===== src/logic/epdsp_pkg.sv =====
// shared constants and types of the e-paper serial host port
package epdsp_pkg;

  // ----------------------------------------
  // command codes
  // ----------------------------------------
  localparam logic [7:0] CMD_DRV_OUT   = 8'h01;
  localparam logic [7:0] CMD_GATE_V    = 8'h03;
  localparam logic [7:0] CMD_RD_TEMP   = 8'h1B;
  localparam logic [7:0] CMD_RD_27     = 8'h27;
  localparam logic [7:0] CMD_RD_2D     = 8'h2D;
  localparam logic [7:0] CMD_RD_2E     = 8'h2E;
  localparam logic [7:0] CMD_RD_STATUS = 8'h2F;
  localparam logic [7:0] CMD_RD_35     = 8'h35;

  // ----------------------------------------
  // register reset values and fields
  // ----------------------------------------
  localparam logic [23:0] DRV_OUT_RST  = 24'h00_0127;
  localparam logic [7:0]  GATE_V_RST   = 8'h00;
  localparam int          DRV_TB_POS   = 16;
  localparam int          DRV_SM_POS   = 17;
  localparam int          DRV_GD_POS   = 18;
  localparam int          DRV_MUX_MSB  = 8;
  localparam int          GATE_V_MSB   = 4;
  localparam logic [8:0]  LAST_GATE    = 9'h127;
  localparam logic [8:0]  FIRST_GATE   = 9'h000;

  // ----------------------------------------
  // framing
  // ----------------------------------------
  localparam logic [3:0] LAST_BIT_4W = 4'h7;
  localparam logic [3:0] LAST_BIT_3W = 4'h8;
  localparam logic [2:0] TX_BITS     = 3'h7;
  localparam int         SYNC_W      = 6;

  typedef enum logic [2:0] {
    ST_IDLE = 3'b001,
    ST_RECV = 3'b010,
    ST_READ = 3'b100
  } epdsp_state_e;

  function automatic logic is_read_cmd(input logic [7:0] c);
    return (c == CMD_RD_TEMP) || (c == CMD_RD_27) || (c == CMD_RD_2D) ||
           (c == CMD_RD_2E) || (c == CMD_RD_STATUS) || (c == CMD_RD_35);
  endfunction

endpackage


===== src/logic/epdsp_byte_if.sv =====
// byte stream carrier between the port and its buffer
`timescale 1ns/1ps
interface epdsp_byte_if;
  logic       valid;
  logic       ready;
  logic       is_cmd;
  logic [7:0] data;
  modport src (output valid, output is_cmd, output data, input ready);
  modport snk (input valid, input is_cmd, input data, output ready);
endinterface


===== src/logic/epdsp_pin_sync.sv =====
// two-flop synchroniser for a group of pin inputs
`timescale 1ns/1ps
module epdsp_pin_sync #(
  parameter int N = 6
) (
  // clock and reset
  input  wire logic         i_clock,
  input  wire logic         i_resetn,
  // pins
  input  wire logic [N-1:0] i_async,
  output logic      [N-1:0] o_sync
);
  logic [N-1:0] meta_reg;

  always_ff @(posedge i_clock or negedge i_resetn) begin
    if (!i_resetn) begin
      meta_reg <= '0;
      o_sync   <= '0;
    end else begin
      meta_reg <= i_async;
      o_sync   <= meta_reg;
    end
  end
endmodule


===== src/logic/epdsp_two_buf.sv =====
// two-entry byte buffer with valid and ready on both sides
`timescale 1ns/1ps
module epdsp_two_buf (
  // clock and reset
  input  wire logic i_clock,
  input  wire logic i_resetn,
  input  wire logic i_clear,
  // streams
  epdsp_byte_if.snk in_if,
  epdsp_byte_if.src out_if
);
  logic [8:0] mem [2];
  logic       wr_ptr_reg;
  logic       rd_ptr_reg;
  logic [1:0] count_reg;
  logic       push;
  logic       pop;

  assign in_if.ready  = (count_reg != 2'h2);
  assign out_if.valid = (count_reg != 2'h0);
  assign out_if.is_cmd = mem[rd_ptr_reg][8];
  assign out_if.data   = mem[rd_ptr_reg][7:0];
  assign push = in_if.valid && in_if.ready;
  assign pop  = out_if.valid && out_if.ready;

  always_ff @(posedge i_clock or negedge i_resetn) begin
    if (!i_resetn) begin
      mem[0] <= 9'h000;
      mem[1] <= 9'h000;
    end else if (push) begin
      mem[wr_ptr_reg] <= {in_if.is_cmd, in_if.data};
    end
  end

  always_ff @(posedge i_clock or negedge i_resetn) begin
    if (!i_resetn) begin
      wr_ptr_reg <= 1'b0;
      rd_ptr_reg <= 1'b0;
      count_reg  <= 2'h0;
    end else if (i_clear) begin
      wr_ptr_reg <= 1'b0;
      rd_ptr_reg <= 1'b0;
      count_reg  <= 2'h0;
    end else begin
      if (push) wr_ptr_reg <= ~wr_ptr_reg;
      if (pop) rd_ptr_reg <= ~rd_ptr_reg;
      count_reg <= count_reg + {1'b0, push} - {1'b0, pop};
    end
  end
endmodule


===== src/logic/epdsp_serial_host_port.sv =====
// serial host port of the e-paper controller: framing, read-back, setup
// Contract
// RL1: strap low picks 4-wire 8-bit framing, strap high 3-wire 9-bit.
// RL2: 4-wire: data pin sampled on serial clock rise, MSB first, 8 bits.
// RL3: host keeps command/data select steady over each 4-wire byte.
// RL4: finished byte is a command when select low, else parameter/data.
// RL5: reads: command byte with select low, then bytes read with select high.
// RL6: read bytes shifted out on falling clock edges, MSB first.
// RL7: 3-wire: host ties the select low; device ignores it.
// RL8: 3-wire: 9 bits per unit, flag first then byte MSB first.
// RL9: 3-wire: flag 0 means command, flag 1 means data.
// RL10: 3-wire read: command unit, then flag 1 before each 8-bit answer.
// RL11: host keeps serial clock under 20 MHz writing, 2.5 MHz reading.
// RL12: scan-direction bit set scans from last gate down, else from gate 0.
// RL13: serial pins only heeded while chip select is low.
// RL14: host sends nothing while busy is high.
// RL15: busy high while waveform runs or temperature sensor is talked to.
// RL16: bit counter cleared whenever chip select is high.
`timescale 1ns/1ps
module epdsp_serial_host_port (
  // clock and reset
  input  wire logic        i_clock,
  input  wire logic        i_resetn,
  // serial pins
  input  wire logic        i_active_low_reset_in,
  input  wire logic        i_bus_framing_strap,
  input  wire logic        i_cs_n,
  input  wire logic        i_dc,
  input  wire logic        i_sclk,
  input  wire logic        i_sda,
  output logic             o_sda,
  output logic             o_sda_oe_n,
  output logic             o_busy,
  // core status
  input  wire logic        i_waveform_active,
  input  wire logic        i_temp_sensor_active,
  // read-back
  input  wire logic [7:0]  i_read_data,
  output logic [7:0]       o_read_cmd,
  output logic             o_read_next,
  // received byte stream
  output logic             o_rx_valid,
  output logic             o_rx_is_cmd,
  output logic [7:0]       o_rx_data,
  input  wire logic        i_rx_ready,
  output logic             o_overrun,
  // gate setup
  output logic [23:0]      o_driver_output_setup,
  output logic [7:0]       o_gate_voltage_level,
  output logic             o_gate_scan_direction,
  output logic             o_first_gate_select,
  output logic             o_gate_interlace_mode,
  output logic [4:0]       o_positive_gate_voltage,
  output logic [8:0]       o_gate_mux_lines,
  output logic [8:0]       o_scan_start_gate
);

  // ----------------------------------------
  // pin synchronisers and edges
  // ----------------------------------------
  logic [epdsp_pkg::SYNC_W-1:0] sync_v;
  logic strap_s;
  logic rstpin_s;
  logic cs_s;
  logic dc_s;
  logic sclk_s;
  logic sda_s;
  logic sclk_d_reg;
  logic rise;
  logic fall;
  logic soft_clr;

  epdsp_pin_sync #(.N(epdsp_pkg::SYNC_W)) u_sync (
    .i_clock  (i_clock),
    .i_resetn (i_resetn),
    .i_async  ({i_bus_framing_strap, i_active_low_reset_in, i_cs_n,
                i_dc, i_sclk, i_sda}),
    .o_sync   (sync_v)
  );

  assign {strap_s, rstpin_s, cs_s, dc_s, sclk_s, sda_s} = sync_v;
  // pin reset acts synchronously, so a glitch-free release is not needed
  assign soft_clr = ~rstpin_s;
  // edges only count while selected
  assign rise = sclk_s & ~sclk_d_reg & ~cs_s; // RL13
  assign fall = ~sclk_s & sclk_d_reg & ~cs_s; // RL13

  always_ff @(posedge i_clock or negedge i_resetn) begin
    if (!i_resetn) sclk_d_reg <= 1'b0;
    else sclk_d_reg <= sclk_s;
  end

  // ----------------------------------------
  // framing select
  // ----------------------------------------
  logic three_wire_reg;
  logic [3:0] last_idx;

  // only changes between transfers, so a unit never switches mid-way
  always_ff @(posedge i_clock or negedge i_resetn) begin
    if (!i_resetn) three_wire_reg <= 1'b0;
    else if (cs_s) three_wire_reg <= strap_s; // RL1
  end

  assign last_idx = three_wire_reg ? epdsp_pkg::LAST_BIT_3W
                                   : epdsp_pkg::LAST_BIT_4W; // RL1

  // ----------------------------------------
  // receive shifter
  // ----------------------------------------
  epdsp_pkg::epdsp_state_e state_reg;
  logic [3:0] bit_cnt_reg;
  logic [7:0] shift_reg;
  logic       flag_reg;
  logic       unit_done;
  logic [7:0] byte_now;
  logic       cmd_now;

  assign unit_done = rise && (bit_cnt_reg == last_idx);
  assign byte_now  = {shift_reg[6:0], sda_s}; // RL2 RL8
  // 3-wire ignores the select pin entirely
  assign cmd_now   = three_wire_reg ? ~flag_reg : ~dc_s; // RL4 RL7 RL9

  always_ff @(posedge i_clock or negedge i_resetn) begin
    if (!i_resetn) begin
      bit_cnt_reg <= 4'h0;
      shift_reg   <= 8'h00;
      flag_reg    <= 1'b0;
    end else if (cs_s || soft_clr) begin
      bit_cnt_reg <= 4'h0; // RL16
    end else if (rise) begin
      shift_reg <= byte_now; // RL2
      if (three_wire_reg && bit_cnt_reg == 4'h0) flag_reg <= sda_s; // RL8
      if (unit_done) bit_cnt_reg <= 4'h0;
      else bit_cnt_reg <= bit_cnt_reg + 4'h1;
    end
  end

  // ----------------------------------------
  // command decode and parameter capture
  // ----------------------------------------
  logic [7:0]  cur_cmd_reg;
  logic [1:0]  param_idx_reg;
  logic [23:0] drv_reg;
  logic [7:0]  gate_v_reg;

  always_ff @(posedge i_clock or negedge i_resetn) begin
    if (!i_resetn) begin
      state_reg     <= epdsp_pkg::ST_IDLE;
      cur_cmd_reg   <= 8'h00;
      param_idx_reg <= 2'h0;
    end else if (soft_clr || cs_s) begin
      state_reg <= epdsp_pkg::ST_IDLE;
    end else if (unit_done && cmd_now) begin
      cur_cmd_reg   <= byte_now; // RL4
      param_idx_reg <= 2'h0;
      if (epdsp_pkg::is_read_cmd(byte_now))
        state_reg <= epdsp_pkg::ST_READ; // RL5 RL10
      else
        state_reg <= epdsp_pkg::ST_RECV;
    end else if (unit_done) begin
      if (param_idx_reg != 2'h3) param_idx_reg <= param_idx_reg + 2'h1;
      if (state_reg == epdsp_pkg::ST_IDLE) state_reg <= epdsp_pkg::ST_RECV;
    end
  end

  always_ff @(posedge i_clock or negedge i_resetn) begin
    if (!i_resetn) begin
      drv_reg    <= epdsp_pkg::DRV_OUT_RST;
      gate_v_reg <= epdsp_pkg::GATE_V_RST;
    end else if (soft_clr) begin
      drv_reg    <= epdsp_pkg::DRV_OUT_RST;
      gate_v_reg <= epdsp_pkg::GATE_V_RST;
    end else if (unit_done && !cmd_now && state_reg != epdsp_pkg::ST_READ) begin
      if (cur_cmd_reg == epdsp_pkg::CMD_DRV_OUT) begin
        unique case (param_idx_reg)
          2'h0: drv_reg[7:0]   <= byte_now;
          2'h1: drv_reg[15:8]  <= byte_now;
          2'h2: drv_reg[23:16] <= byte_now;
          2'h3: drv_reg        <= drv_reg;
        endcase
      end
      if (cur_cmd_reg == epdsp_pkg::CMD_GATE_V && param_idx_reg == 2'h0)
        gate_v_reg <= byte_now;
    end
  end

  // ----------------------------------------
  // gate scan setup outputs
  // ----------------------------------------
  always_ff @(posedge i_clock or negedge i_resetn) begin
    if (!i_resetn) begin
      o_scan_start_gate <= epdsp_pkg::FIRST_GATE;
    end else if (drv_reg[epdsp_pkg::DRV_TB_POS]) begin
      o_scan_start_gate <= epdsp_pkg::LAST_GATE; // RL12
    end else begin
      o_scan_start_gate <= epdsp_pkg::FIRST_GATE; // RL12
    end
  end

  assign o_driver_output_setup   = drv_reg;
  assign o_gate_voltage_level    = gate_v_reg;
  assign o_gate_scan_direction   = drv_reg[epdsp_pkg::DRV_TB_POS];
  assign o_gate_interlace_mode   = drv_reg[epdsp_pkg::DRV_SM_POS];
  assign o_first_gate_select     = drv_reg[epdsp_pkg::DRV_GD_POS];
  assign o_gate_mux_lines        = drv_reg[epdsp_pkg::DRV_MUX_MSB:0];
  assign o_positive_gate_voltage = gate_v_reg[epdsp_pkg::GATE_V_MSB:0];

  // ----------------------------------------
  // delivery into the buffer
  // ----------------------------------------
  epdsp_byte_if in_if ();
  epdsp_byte_if out_if ();
  logic pend_valid_reg;
  logic pend_cmd_reg;
  logic [7:0] pend_data_reg;
  logic deliver;

  // bytes clocked in during a read phase are dummies, not data
  always_comb begin
    deliver = 1'b0;
    unique case (state_reg)
      epdsp_pkg::ST_IDLE: deliver = unit_done;
      epdsp_pkg::ST_RECV: deliver = unit_done;
      epdsp_pkg::ST_READ: deliver = unit_done && cmd_now;
    endcase
  end

  always_ff @(posedge i_clock or negedge i_resetn) begin
    if (!i_resetn) begin
      pend_valid_reg <= 1'b0;
      pend_cmd_reg   <= 1'b0;
      pend_data_reg  <= 8'h00;
      o_overrun      <= 1'b0;
    end else if (soft_clr) begin
      pend_valid_reg <= 1'b0;
      o_overrun      <= 1'b0;
    end else begin
      if (deliver) begin
        pend_valid_reg <= 1'b1;
        pend_cmd_reg   <= cmd_now; // RL4
        pend_data_reg  <= byte_now;
        if (pend_valid_reg && !in_if.ready) o_overrun <= 1'b1;
      end else if (in_if.ready) begin
        pend_valid_reg <= 1'b0;
      end
    end
  end

  assign in_if.valid  = pend_valid_reg;
  assign in_if.is_cmd = pend_cmd_reg;
  assign in_if.data   = pend_data_reg;

  epdsp_two_buf u_buf (
    .i_clock  (i_clock),
    .i_resetn (i_resetn),
    .i_clear  (soft_clr),
    .in_if    (in_if),
    .out_if   (out_if)
  );

  // output stage keeps every user-side output on a flip-flop
  assign out_if.ready = !o_rx_valid || i_rx_ready;

  always_ff @(posedge i_clock or negedge i_resetn) begin
    if (!i_resetn) begin
      o_rx_valid  <= 1'b0;
      o_rx_is_cmd <= 1'b0;
      o_rx_data   <= 8'h00;
    end else if (soft_clr) begin
      o_rx_valid <= 1'b0;
    end else if (out_if.ready) begin
      o_rx_valid  <= out_if.valid;
      o_rx_is_cmd <= out_if.is_cmd;
      o_rx_data   <= out_if.data;
    end
  end

  // ----------------------------------------
  // read-back transmitter
  // ----------------------------------------
  logic [7:0] tx_shift_reg;
  logic [2:0] tx_left_reg;
  logic       tx_start;

  // 4-wire answers right after a unit, 3-wire after the flag bit
  assign tx_start = fall && (state_reg == epdsp_pkg::ST_READ) &&
                    (tx_left_reg == 3'h0) &&
                    (three_wire_reg ? (bit_cnt_reg == 4'h1 && flag_reg)
                                    : (bit_cnt_reg == 4'h0)); // RL5 RL10

  always_ff @(posedge i_clock or negedge i_resetn) begin
    if (!i_resetn) begin
      tx_shift_reg <= 8'h00;
      tx_left_reg  <= 3'h0;
      o_sda        <= 1'b0;
      o_sda_oe_n   <= 1'b1;
      o_read_next  <= 1'b0;
      o_read_cmd   <= 8'h00;
    end else if (soft_clr || cs_s) begin
      tx_left_reg <= 3'h0;
      o_sda_oe_n  <= 1'b1;
      o_read_next <= 1'b0;
    end else begin
      o_read_next <= tx_start;
      if (unit_done && cmd_now) o_read_cmd <= byte_now;
      if (tx_start) begin
        o_sda        <= i_read_data[7]; // RL6
        tx_shift_reg <= {i_read_data[6:0], 1'b0};
        tx_left_reg  <= epdsp_pkg::TX_BITS;
        o_sda_oe_n   <= 1'b0;
      end else if (fall && tx_left_reg != 3'h0) begin
        o_sda        <= tx_shift_reg[7]; // RL6
        tx_shift_reg <= {tx_shift_reg[6:0], 1'b0};
        tx_left_reg  <= tx_left_reg - 3'h1;
      end else if (rise && tx_left_reg == 3'h0) begin
        // last bit sampled: hand the line back before the host drives it
        o_sda_oe_n <= 1'b1;
      end
    end
  end

  // ----------------------------------------
  // busy
  // ----------------------------------------
  always_ff @(posedge i_clock or negedge i_resetn) begin
    if (!i_resetn) o_busy <= 1'b0;
    else o_busy <= i_waveform_active || i_temp_sensor_active; // RL15
  end

  // ----------------------------------------
  // checks
  // ----------------------------------------
  a_cs_clears_count: assert property (@(posedge i_clock) disable iff (!i_resetn) // RL16
    cs_s |=> (bit_cnt_reg == 4'h0))
    else $error("bit counter not cleared while deselected");

  a_strap_picks_frame: assert property (@(posedge i_clock) disable iff (!i_resetn) // RL1
    cs_s |=> (three_wire_reg == $past(strap_s)))
    else $error("framing does not follow strap");

  a_four_wire_kind: assert property (@(posedge i_clock) disable iff (!i_resetn) // RL4
    (unit_done && !three_wire_reg && !soft_clr && state_reg != epdsp_pkg::ST_READ)
    |=> (pend_valid_reg && pend_cmd_reg == !$past(dc_s)))
    else $error("4-wire byte kind does not follow select");

  a_three_wire_kind: assert property (@(posedge i_clock) disable iff (!i_resetn) // RL9
    (unit_done && three_wire_reg && !soft_clr && state_reg != epdsp_pkg::ST_READ)
    |=> (pend_cmd_reg == !$past(flag_reg)))
    else $error("3-wire byte kind does not follow flag");

  a_byte_lsb_last: assert property (@(posedge i_clock) disable iff (!i_resetn) // RL2
    (deliver && !soft_clr) |=> (pend_data_reg[0] == $past(sda_s)
                               && pend_data_reg[7:1] == $past(shift_reg[6:0])))
    else $error("received byte misaligned");

  a_unit_length: assert property (@(posedge i_clock) disable iff (!i_resetn) // RL8
    unit_done |-> (bit_cnt_reg == (three_wire_reg ? 4'h8 : 4'h7)))
    else $error("unit length wrong for framing");

  a_tx_msb_order: assert property (@(posedge i_clock) disable iff (!i_resetn) // RL6
    (fall && !tx_start && tx_left_reg != 3'h0 && !soft_clr)
    |=> (o_sda == $past(tx_shift_reg[7]) && !o_sda_oe_n))
    else $error("read bit not shifted out in order");

  a_tx_load: assert property (@(posedge i_clock) disable iff (!i_resetn) // RL10
    (tx_start && !soft_clr) |=> (o_sda == $past(i_read_data[7]) && o_read_next
                                 && tx_left_reg == 3'h7))
    else $error("read byte not loaded on its falling edge");

  a_busy_follows: assert property (@(posedge i_clock) disable iff (!i_resetn) // RL15
    (i_waveform_active || i_temp_sensor_active) |=> o_busy)
    else $error("busy not raised");

  a_scan_start: assert property (@(posedge i_clock) disable iff (!i_resetn) // RL12
    $rose(o_gate_scan_direction) |=> (o_scan_start_gate == 9'h127))
    else $error("scan does not start at last gate");

endmodule


===== config.mk =====
export PLATFORM = sky130hd
export DESIGN_NAME = epdsp_serial_host_port
export DESIGN_NICKNAME = d
export VERILOG_FILES = /design/src/logic/epdsp_pkg.sv /design/src/logic/epdsp_byte_if.sv /design/src/logic/epdsp_pin_sync.sv /design/src/logic/epdsp_two_buf.sv /design/src/logic/epdsp_serial_host_port.sv
export SDC_FILE = /design/constraint.sdc
export NUM_CORES = 1
export LEC_CHECK = 0
export ABC_AREA = 1
export BUFFER_PORTS_ARGS = -buffer_cell sky130_fd_sc_hd__buf_4
export CAP_MARGIN = 20
export CORE_MARGIN = 4
export CORE_UTILIZATION = 42
export CTS_BUF_LIST = sky130_fd_sc_hd__clkbuf_16
export CTS_CLUSTER_SIZE = 30
export DETAILED_ROUTE_END_ITERATION = 7
export GPL_ROUTABILITY_DRIVEN = 0
export PLACE_DENSITY = 0.7
export SYNTH_ARGS = -nofsm -noshare
export SYNTH_HDL_FRONTEND = slang
export SYNTH_SLANG_ARGS = --single-unit

===== constraint.sdc =====
create_clock -name i_clock -period 2 [get_ports i_clock]
set_input_delay 0.4 -clock i_clock [delete_from_list [all_inputs] [get_ports i_clock]]
set_output_delay 0.4 -clock i_clock [all_outputs]
set_load 0.03 [all_outputs]

==> run_results.csv <==
group,metric,value,unit
power_and_ir_drop,p_leak,3.59,nW
synth,ys_warn_count,0,
critical_path,critPathSlowestCell,"dfrtp_1",
route,vias,4419,
synth,synthDistinctLibCells,38,
final_layout,drive_gt1_frac,0.237,
synth,yosys_most_used_dff,"dfrtp_1",
placed_design,io_buffers,95,
placed_design,dp_cells,859,
timing,period_share,0.894,
global_route,grt_max_degree,50,
route,drc,0,
route,wl_per_cell,14.1,microns
timing,rsz0062_at_grt,"no",
route,wl_met2,6320,microns
floorplan,ioPinCount,100,
global_route,grt.overflow.total,0,
critical_path,worstPathArrival,2.09,ns
clock_network,cts_buffers,17,
global_route,grt_usage,0.170,
clock_network,clock_latency,0.42,ns
route,wl_met1,5240,microns
final_layout,seqCellArea,3240,sq um
synth,synth_edf_count,0,
final_layout,fillers,1234,
route,dr.pass1.iters,5,
timing,slew_headroom,0.639,
clock_network,path_clk_slew,0.06,ns
worst_hold_path,worstHoldPathType,"in2reg",
timing,hold_viol_final,0,
power_and_ir_drop,p_per_area,951,nW/um^2
critical_path,endpoint_kind,"flip-flop",
synth,netlist_instances,613,
route,dr_wl_met3,768,microns
final_layout,antenna_cells,0,
placed_design,place_ws,0.181,ns
global_route,antenna_found_initial,0,
synth,synth-seq-area-share,0.568,
final_layout,layout_common_cells,"126 x nand2_1, 121 x dfrtp_1, 110 x buf_4, 62 x inv_1, 57 x o21ai_0",
route,highest_layer,"met4",
clock_network,htree_levels,4,
critical_path,critPathMaxFanout,9,
critical_path,critPathMostFrequentCell,"nand2_1",
floorplan,dieArea,15500,sq um
floorplan,core_area,13200,sq um
clock_network,cts_root_buffer,"clkbuf_16",
timing,clock_skew,0.00654,ns
critical_path,critPathLaunchType,"flip-flop",
clock_network,cts_buffer_depth,2,
floorplan,die_y,125,microns
critical_path,path_cells,"inv_2 > nor2_1 > nand2_1 > nand2_2 > nand2_4 > nor2_2 > nand4_1 > nand3_1 > nand2_1",
final_layout,final_cells,892,
final_layout,final_nets,733,
timing,finalSetupViolCount,0,
floorplan,row_count,42,
timing,max_freq,0.559,GHz
synth,synthArstFlopShare,1.00,
floorplan,start_util,0.431,
power_and_ir_drop,total_power,6.71,mW
clock_network,clock-sinks,129,
synth,synth_seq_cells,129,
final_layout,area_growth,23.7,%
global_route,grt_pass1_wl,21500,microns
timing,tightest_slew,0.542,ns
final_layout,stdcell_area,7050,sq um
run_status,status,"completed",
job,max_cap_viol_count,0,
synth,synth_area,5700,sq um
synth,synth_area_per_cell,9.30,sq um
route,vias_per_cell,4.95,
timing,timing.final.ws_setup,0.212,ns
timing,drv_slew,0,
route,drtIter0Drc,370,
timing,final.setup.tns,0,ns
floorplan,die_w,125,microns
critical_path,cpPeakStageDelay,0.44,ns
global_route,first_global_vias,4464,
placed_design,dp_hpwl,9120,microns
final_layout,final_common_cell,"nand2_1",
final_layout,largest_register_ffs,24,
placed_design,placed_area,6490,sq um
timing,period_minus_slack,1.79,ns
route,ant_nets,0,
clock_network,cts_tree,"yes",
critical_path,critPathKind,"reg2reg",
final_layout,multi_input_area,1950,sq um
power_and_ir_drop,irDropWorstVdd,0.582,mV
critical_path,required,2.30,ns
route,routed_wl,12600,microns
metrics by stage:
step	hold WS, ns	utilization
after floorplan	0.104	-
after global placement	0.332	0.490
after detailed placement	0.335	0.490
after CTS	0.0695	0.532
after global routing	0.0633	0.533
final	0.0855	0.533
final timing paths:
check | slack, ns | from | cells after the start | to
worst max-delay path | 0.21 | three_wire_reg$_DFFE_PN0P_ | 9 | o_driver_output_setup[16]$_DFFE_PN0P_
worst min-delay path | 0.09 | i_sclk | 1 | u_sync.meta_reg[1]$_DFF_PN0_
worst max register to register | 0.21 | three_wire_reg$_DFFE_PN0P_ | 9 | o_driver_output_setup[16]$_DFFE_PN0P_
worst min register to register | 0.35 | u_sync.meta_reg[3]$_DFF_PN0_ | 0 | u_sync.o_sync[3]$_DFF_PN0_
max in group asynchronous | 0.82 | i_resetn | 3 | o_driver_output_setup[0]$_DFFE_PN1P_
min in group asynchronous | 0.50 | i_resetn | 2 | o_rx_data[4]$_DFFE_PN0P_
cell families after synthesis:
| family | Yosys count | synth area share |
|---|---|---|
| other cells | 1 | 0.000658 |
| simple gates | 249 | 0.197 |
| xor+xnor | 5 | 0.00768 |
| buf+inv | 109 | 0.0930 |
| compound gates | 100 | 0.0944 |
| flops | 129 | 0.568 |
| mux | 9 | 0.0158 |
| fa+ha+maj | 11 | 0.0241 |
cells in the mapped netlist (6+ instances only):
| cell | instances | share of area |
|---|---|---|
| nand4_1 | 18 | 0.020 |
| ha_1 | 11 | 0.024 |
| mux2i_1 | 9 | 0.016 |
| clkbuf_1 | 11 | 0.0072 |
| o21ai_0 | 57 | 0.050 |
| nand2_1 | 127 | 0.084 |
| nor2_1 | 41 | 0.027 |
| nand3_1 | 43 | 0.038 |
| a21oi_1 | 20 | 0.018 |
| o21ai_1 | 6 | 0.0053 |
| dfstp_2 | 7 | 0.032 |
| dfrtp_1 | 122 | 0.54 |
| inv_1 | 61 | 0.040 |
| o22ai_1 | 9 | 0.0099 |
| buf_4 | 27 | 0.036 |
layout make-up:
type	count	area share
inverters	65	0.0346
repair buffers	112	0.121
flip-flops and latches	129	0.459
well taps	176	0.0312
multi-input cells	378	0.276
clock inverters	15	0.0172
clock buffers	17	0.0603
worst max-delay path: cells and delay by family (launching register included):
family                 cells  cell delay (ns)
buffers and inverters      1             0.09
DFF                        1             0.44
and+or+nand+nor            8             1.16
report_power, final:
part           switching, mW  total, mW  internal, mW
sequential             0.149       2.93          2.78
combinational          0.616      0.960         0.344
clock                   1.13       2.82          1.69
layer usage:
layer  GRT usage  vias up
li1            -     2162
met5           0        -
met1       0.207     2102
met3      0.0549       26
met4      0.0677        0
met2       0.282      129
timing repair:
item	4_1_cts	5_1_grt
gates resized for setup	0	1
buffers inserted	0	0
setup endpoints to repair	0	8
hold buffers	1	0
hold endpoints to repair	33	0
(Power assumes the default switching activity.)
